`src/rdd_pkg.sv`:
```
// Shared constants and types for the reference divide-by-two / divide-by-three divider
package rdd_pkg;

	// ****************************************************************
	// Clock and reference timing
	// ****************************************************************
	localparam int unsigned CLK_PERIOD_NS  = 50;         // System clock, 20 MHz
	localparam int unsigned REF_HZ         = 2_000_000;  // Crystal reference rate
	localparam int unsigned SLOT_NS        = 1_000_000_000 / REF_HZ;  // One reference period
	localparam int unsigned SLOT_CYC       = SLOT_NS / CLK_PERIOD_NS; // Clocks per reference period
	localparam int unsigned DIV3_HIGH_NS   = 2000;       // Divide-by-three high time
	localparam int unsigned DIV3_LOW_NS    = 1000;       // Divide-by-three low time
	localparam int unsigned RESET_PULSE_NS = 500;        // Reset gate pulse width

	// Times above expressed in reference periods (the block steps once per period)
	localparam logic [2:0] DIV3_HIGH_SLOTS  = 3'(DIV3_HIGH_NS / SLOT_NS);
	localparam logic [2:0] DIV3_LOW_SLOTS   = 3'(DIV3_LOW_NS / SLOT_NS);
	localparam logic [2:0] RESET_SLOTS      = 3'(RESET_PULSE_NS / SLOT_NS);
	localparam logic [3:0] MODE_STEADY_SLOT = 4'h8;      // Settling allowance after a mode change

	// ****************************************************************
	// Reset values
	// ****************************************************************
	localparam logic STAGE_RST    = 1'b0;
	localparam logic REF_PREV_RST = 1'b0;

	// ****************************************************************
	// Types
	// ****************************************************************
	typedef enum logic {
		RDD_DIV2 = 1'b0,
		RDD_DIV3 = 1'b1
	} rdd_mode_t;

	typedef struct packed {
		logic third;
		logic second;
		logic first;
	} rdd_stage_t;

endpackage

```
`src/rdd_ref_divider.sv`:
```
// Reference divider: 2 MHz to 1 MHz antiphase, then divide by two or by three
//
// What this block does
// - Halve 2 MHz reference into antiphase 1 MHz
// - Divide-by-two: second stage gives 500 kHz output
// - Divide-by-two: third stage and reset gate idle
// - Divide-by-three: half-microsecond reset clears second stage
// - Third stage toggles on second stage fall
// - Divide-by-three output high 2 us, low 1 us
// - Output gates second stage with third stage
// - Stages change only on a falling reference edge
`timescale 1ns/1ps
module rdd_ref_divider
	import rdd_pkg::*;
(
	input  wire logic clk_i,
	input  wire logic rst_b_i,
	input  wire logic ce_i,
	input  wire logic ref_i,
	input  wire logic div3_sel_i,
	output logic      half_ref_o,
	output logic      half_ref_n_o,
	output logic      div_out_o,
	output rdd_mode_t mode_o
);

	// ****************************************************************
	// Reference edge detection
	// ****************************************************************
	logic       ref_prev;
	logic       step;
	rdd_stage_t stage;
	rdd_stage_t next_stage;
	logic       mode_meta;
	rdd_mode_t  next_mode;
	logic       rst_pulse;
	logic       second_fall;
	logic       next_out;

	// Ref is synchronous to clk, so one flop suffices for edge detection
	always_ff @(posedge clk_i) begin
		if (!rst_b_i) begin
			ref_prev <= REF_PREV_RST;
		end else if (ce_i) begin
			ref_prev <= ref_i;
		end
	end

	assign step = ce_i & ref_prev & ~ref_i;

	// ****************************************************************
	// Mode synchroniser
	// ****************************************************************
	// Two stages clocked by the reference edge; mode is a static level, so a
	// change may cost one odd output period but never a torn stage state
	always_ff @(posedge clk_i) begin
		if (!rst_b_i) begin
			mode_meta <= 1'b0;
			mode_o    <= RDD_DIV2;
		end else if (step) begin
			mode_meta <= div3_sel_i;
			mode_o    <= next_mode;
		end
	end

	assign next_mode = rdd_mode_t'(mode_meta);

	// ****************************************************************
	// Divider stages
	// ****************************************************************
	// First stage toggles every reference fall
	rdd_toggle_stage u_first_toggle_stage (
		.clk_i    (clk_i),
		.rst_b_i  (rst_b_i),
		.step_i   (step),
		.tog_i    (1'b1),
		.clr_i    (1'b0),
		.q_o      (stage.first),
		.next_q_o (next_stage.first)
	);

	// Antiphase copy kept as its own flop so both phases come from registers
	always_ff @(posedge clk_i) begin
		if (!rst_b_i) begin
			half_ref_n_o <= ~STAGE_RST;
		end else if (step) begin
			half_ref_n_o <= ~next_stage.first;
		end
	end

	assign half_ref_o = stage.first;

	// Reset gate pair: low phase of 1 MHz gated by third stage, only in div3
	assign rst_pulse = (next_mode == RDD_DIV3) & stage.third & ~next_stage.first;

	// Second stage toggles when the inverted 1 MHz falls, i.e. first stage rises
	rdd_toggle_stage u_second_toggle_stage (
		.clk_i    (clk_i),
		.rst_b_i  (rst_b_i),
		.step_i   (step),
		.tog_i    (~stage.first),
		.clr_i    (rst_pulse),
		.q_o      (stage.second),
		.next_q_o (next_stage.second)
	);

	assign second_fall = stage.second & ~next_stage.second;

	// Third stage held cleared in div2 so its level stays constant
	rdd_toggle_stage u_third_toggle_stage (
		.clk_i    (clk_i),
		.rst_b_i  (rst_b_i),
		.step_i   (step),
		.tog_i    (second_fall),
		.clr_i    (next_mode == RDD_DIV2),
		.q_o      (stage.third),
		.next_q_o (next_stage.third)
	);

	// ****************************************************************
	// Output gate pair
	// ****************************************************************
	// In div2 the third term is zero, so output is the 500 kHz second stage inverted
	assign next_out = next_stage.third | ~next_stage.second;

	always_ff @(posedge clk_i) begin
		if (!rst_b_i) begin
			div_out_o <= ~STAGE_RST;
		end else if (step) begin
			div_out_o <= next_out;
		end
	end

	// ****************************************************************
	// Checking helpers
	// ****************************************************************
	logic [2:0] seg_cnt;
	logic [3:0] steady_cnt;

	// Periods spent at the current output level, counting the changing one
	always_ff @(posedge clk_i) begin
		if (!rst_b_i) begin
			seg_cnt <= 3'h1;
		end else if (step) begin
			if (next_out != div_out_o) begin
				seg_cnt <= 3'h1;
			end else if (seg_cnt != 3'h7) begin
				seg_cnt <= seg_cnt + 3'h1;
			end
		end
	end

	// Periods since the synchronised mode last changed, saturating
	always_ff @(posedge clk_i) begin
		if (!rst_b_i) begin
			steady_cnt <= 4'h0;
		end else if (step) begin
			if (next_mode != mode_o) begin
				steady_cnt <= 4'h0;
			end else if (steady_cnt != MODE_STEADY_SLOT) begin
				steady_cnt <= steady_cnt + 4'h1;
			end
		end
	end
endmodule

```
`src/rdd_toggle_stage.sv`:
```
// One binary toggle stage with synchronous clear, stepped once per reference period
`timescale 1ns/1ps
module rdd_toggle_stage
	import rdd_pkg::*;
(
	input  wire logic clk_i,
	input  wire logic rst_b_i,
	input  wire logic step_i,
	input  wire logic tog_i,
	input  wire logic clr_i,
	output logic      q_o,
	output logic      next_q_o
);

	// Clear dominates toggle, as a reset input would on the flip-flop
	always_comb begin
		if (clr_i) begin
			next_q_o = 1'b0;
		end else if (tog_i) begin
			next_q_o = ~q_o;
		end else begin
			next_q_o = q_o;
		end
	end

	// State moves only on a step, which is one reference falling edge
	always_ff @(posedge clk_i) begin
		if (!rst_b_i) begin
			q_o <= STAGE_RST;
		end else if (step_i) begin
			q_o <= next_q_o;
		end
	end

endmodule

```
`config.mk`:
```
export PLATFORM = sky130hd
export DESIGN_NAME = rdd_ref_divider
export DESIGN_NICKNAME = d
export VERILOG_FILES = /design/src/rdd_pkg.sv /design/src/rdd_ref_divider.sv /design/src/rdd_toggle_stage.sv
export SDC_FILE = /design/constraint.sdc
export NUM_CORES = 1
export LEC_CHECK = 0
export BUFFER_PORTS_ARGS = -buffer_cell sky130_fd_sc_hd__buf_2
export CAP_MARGIN = 30
export CORE_AREA = 10 10 47 49
export CTS_CLUSTER_SIZE = 30
export DETAILED_ROUTE_END_ITERATION = 10
export DIE_AREA = 0 0 57 59
export PLACE_DENSITY = 0.41
export SYNTH_ARGS = -nofsm -noshare
export SYNTH_HDL_FRONTEND = slang
export SYNTH_SLANG_ARGS = --single-unit
```
`constraint.sdc`:
```
create_clock -name clk_i -period 1.4 [get_ports clk_i]
set_clock_uncertainty 0.1 [all_clocks]
set_input_delay 0.21 -clock clk_i [delete_from_list [all_inputs] [get_ports clk_i]]
set_output_delay 0.21 -clock clk_i [all_outputs]
set_load 0.005 [all_outputs]
```
[Yosys cells after proc, flatten, opt, wreduce, memory -nomap -nowiden]
Index checks and enable logic that the tools add are counted.
Storage, ports and cells
  register bits after elaboration: 8
  bits of input ports: 5
  output and inout port bits: 4
Cells by class
  muxes and demuxes: 4
  bitwise gates (word level): 11
Operators with widths (count)
  bitwise AND 1 bit: 5
  inverter 1 bit: 5
  2-to-1 mux 1 bit: 4
  OR 1 bit: 1

[Longest topological paths before layout]
  depth after elaboration: 8
  mapped depth: 3

[Cells and area by module]
A second synthesis with hierarchy kept.
Second synthesis, totals
  cells, all modules: 47
  area total of the unflattened synthesis: 441.7 µm²
By module, submodules not included
  rdd_ref_divider: instances 1, cells an instance 26, area an instance 246.5 µm², seq. area each 100.1 µm²
  rdd_toggle_stage: instances 3, cells an instance 7, area an instance 65.1 µm², seq. area each 20.0 µm²

[Least setup slack after synthesis]
OpenSTA, ideal clock, no wires.
  path type: reg-to-reg
  start: reg u_first_toggle_stage.q_o
  end: reg u_third_toggle_stage.q_o
  setup time: 74 ps
  data arrival time: 846 ps
  required time: 1226 ps
  setup slack: 380 ps
  cell stages (with the launch flop): 4
  clock period less this slack: 1020 ps
  path through: dfxtp_1 -> and4bb_1 -> nand4b_1 -> a31oi_1
On the way
  word-level cells in the longest chain between the ends: 6
  elaborated cells on any way between the ends: 7
  classes of those cells: mux: 4; bitwise: 3
RTL lines
  from (decl): line rdd_toggle_stage.sv:11  | output logic q_o,
  from (signal assigned): line rdd_toggle_stage.sv:31  | q_o <= next_q_o;
  2-to-1 mux 1 bit or bitwise AND 1 bit (tied branches): line rdd_toggle_stage.sv:19, rdd_ref_divider.sv:94
  2-to-1 mux 1 bit *: line rdd_toggle_stage.sv:17  | if (clr_i) begin
  inverter 1 bit *: line rdd_ref_divider.sv:107  | assign second_fall = stage.second & ~next_stage.second;
  bitwise AND 1 bit *: line rdd_ref_divider.sv:107
  2-to-1 mux 1 bit *: line rdd_toggle_stage.sv:19  | end else if (tog_i) begin
  2-to-1 mux 1 bit *: line rdd_toggle_stage.sv:17
  to (signal assigned): line rdd_toggle_stage.sv:31
  to (decl): line rdd_toggle_stage.sv:11
Every way passes the cells marked *; elsewhere a longest branch is shown, timed or not.
A chain may end at the register's enable or synchronous reset.

[Worst setup path after layout]
  start: reg u_first_toggle_stage.q_o
  end: out half_ref_o
RTL lines
  to (decl): line rdd_ref_divider.sv:21  | output logic half_ref_o,
No word-level cell between the ends.

==> out/qor.yml <==
max_cap_violations: 0
synth-seq-cells: 8
ios: 9
antenna_found_initial: 0
synthCells: 33
area_growth_pct: 24.7
fin_crit_sh_pct: 81.0
core_area_um2: 1400
clk_latency_ns: 0.26
postCtsHoldBufs: 0
postCtsSetupRepairBufs: 0
cts_buffers: 3
clock.fmax_ghz: 0.881
synth.area.top_cells: "dfxtp_1 48%, mux2i_1 9.0%, nand3b_4 6.0%"
syn_area_per_cell_um2: 10.1
path_depth: 1
cp_top_family: "flip-flops"
yosysUniqueCellTypes: 15
fill_cells: 163
yosysSeqAreaShare_pct: 47.9
drt-wirelength-per-cell_um: 11.8
final_nets: 51
drv_slew: 0
finalHoldViolations: 0
dieHeight_um: 59
holdPathStages: 2
worst_setup_path_start_kind: "register"
ctsLongestPathBuffers: 2
cts.sinks: 8
num_vias: 265
ctsResizeCount: 0
syn_nets: 38
hold_path.class: "input port to register"
viasPerCell: 4.42
worst_pin_slew_ns: 0.194
worstPathRequired_ns: 1.09
fp-row-count: 14
fin_setup_tns_ns: 0
multiInputGateArea_um2: 170
timing.rr.start: "u_first_toggle_stage.q_o$_SDFFE_PN0P_"
htree_levels: 1
detail-route-antenna-nets: 0
layout_setup_ws_ns: 0.265
dr.first_iter.drc_count: 9
tritoncts: "built"
maxSlewHeadroom_pct: 87.0
track_usage_pct: 4.94
grt_max_degree: 9
slowest_delay_ns: 0.42
power.density_nw_per_um2: 1080
synth_top_cell_by_area: "dfxtp_1"
critical_path.slowest_cell: "dfxtp_1"
portBuffers: 8
combPwrFrac_pct: 6.5
dr.pass1.iters: 4
path_clk_slew_ns: 0.06
rsz0062_at_grt: "no"
grt_pass1_vias: 280
intPower_w: 0.000347
regArea_um2: 160
gp_congestion: 0.643
grt_remaining_overflow: 0
ff2ff_setup_slack_ns: 0.28
crit_buf_inv: 1
pwr-share-clk_pct: 40.2
ff2ff_path_depth: 3
dieArea_um2: 3360
placed_cells: 57
synth_top_area_share_pct: 47.9
die_x_um: 57
p_leak_nw: 0.203
worstReg2RegEnd: "u_third_toggle_stage.q_o$_SDFFE_PN0P_"
sequentialPowerShare_pct: 53.3
diodes: 0
cp_max_fo: 5
start_util_pct: 23.8
final_cells: 60
critPathCaptureType: "output port"
cts-root-buf: "clkbuf_4"
status: "finished, final reports clean"
ys.warnings.count: 0
switching_share_pct: 22.7
drt_wl_total_um: 708
worst-setup-path-type: "register to output port"
final_cell_mix: "8 x dfxtp_1, 8 x buf_2, 4 x nor2_1"
ir_worst_vdd_v: 0.000460
drive_gt1_share_pct: 27.3
p_total_w: 0.000449
grt_pass1_wl_um: 1220
crit_chain: "buf_2"
setup_viol: 0
synth_area_um2: 334
fin_util_pct: 29.7
min_to: "half_ref_n_o$_SDFFE_PN1P_"
fin_crit_ns: 1.13
switchingPower_w: 0.000102
hp-start: "rst_b_i"
dp_slack_ns: 0.279
worstPathArrival_ns: 0.82
drc: 0
==> per-layer routing <==
layer	GRT usage, %	up-vias	wire length [um]
li1	-	139	-
met5	0	-	0
met2	6.82	9	295
met1	4.65	114	322
met4	5.03	0	24
met3	3.43	3	66
==> state kept, by name (all words and copies together), names as in the netlist <==
register	cells
div_out_o	1
half_ref_n_o	1
mode_meta	1
mode_o	1
ref_prev	1
u_first_toggle_stage.q_o	1
u_second_toggle_stage.q_o	1
u_third_toggle_stage.q_o	1
==> worst max-delay path by stage <==
stage / startpoint / to / slack, ns
finish: u_first_toggle_stage.q_o$_SDFFE_PN0P_ / half_ref_o / 0.27
global route: u_first_toggle_stage.q_o$_SDFFE_PN0P_ / half_ref_o / 0.18
CTS: u_first_toggle_stage.q_o$_SDFFE_PN0P_ / half_ref_o / 0.25
detailed placement: u_first_toggle_stage.q_o$_SDFFE_PN0P_ / u_third_toggle_stage.q_o$_SDFFE_PN0P_ / 0.28
global placement: u_first_toggle_stage.q_o$_SDFFE_PN0P_ / u_third_toggle_stage.q_o$_SDFFE_PN0P_ / 0.31
floorplan: u_first_toggle_stage.q_o$_SDFFE_PN0P_ / u_third_toggle_stage.q_o$_SDFFE_PN0P_ / 0.38
==> through the flow <==
stage / hold WS (ns) / area (um2)
after global routing: 0.0673 / 417
after floorplan: 0.186 / 334
after detailed placement: 0.330 / 394
after CTS: 0.0567 / 417
after global placement: 0.322 / 394
final: 0.0645 / 417
==> logic make-up after synthesis <==
logic type	after synthesis	synth area share (%)
simple gates	13	27.3
mux	3	8.99
flops	8	47.9
xor+xnor	2	5.24
compound gates	6	9.36
buf+inv	1	1.12
==> synthesized netlist by cell type <==
| library cell | number |
|---|---|
| dfxtp_1 | 8 |
| nor3b_1 | 1 |
| inv_1 | 1 |
| nand4b_1 | 1 |
| nand3b_1 | 1 |
| nand2_1 | 2 |
| nand3b_4 | 1 |
| a31oi_1 | 1 |
| mux2i_1 | 3 |
| nor2b_1 | 2 |
| xor2_1 | 2 |
| and4bb_1 | 1 |
| o21ai_0 | 3 |
| nor2_1 | 4 |
| a21oi_1 | 2 |
==> final cells by class <==
type                            count  share of cell area (%)
Inverter                            1                   0.901
Sequential cell                     8                    38.4
Clock buffer                        3                    5.41
Tap cell                           16                    4.80
Multi-Input combinational cell     24                    40.8
Timing Repair Buffer                8                    9.61
==> power by group through the flow <==
| stage | registers (W) | logic [W] | clock network (W) |
|---|---|---|---|
| global route | 0.000241 | 0.0000328 | 0.000199 |
| CTS | 0.000239 | 0.0000296 | 0.000192 |
| global placement | 0.000244 | 0.0000288 | 0 |
| finish | 0.000239 | 0.0000291 | 0.000180 |
| floorplan | 0.000244 | 0.0000153 | 0 |
| detailed placement | 0.000244 | 0.0000294 | 0 |
Note: power is estimated with default switching activity, not from simulation.
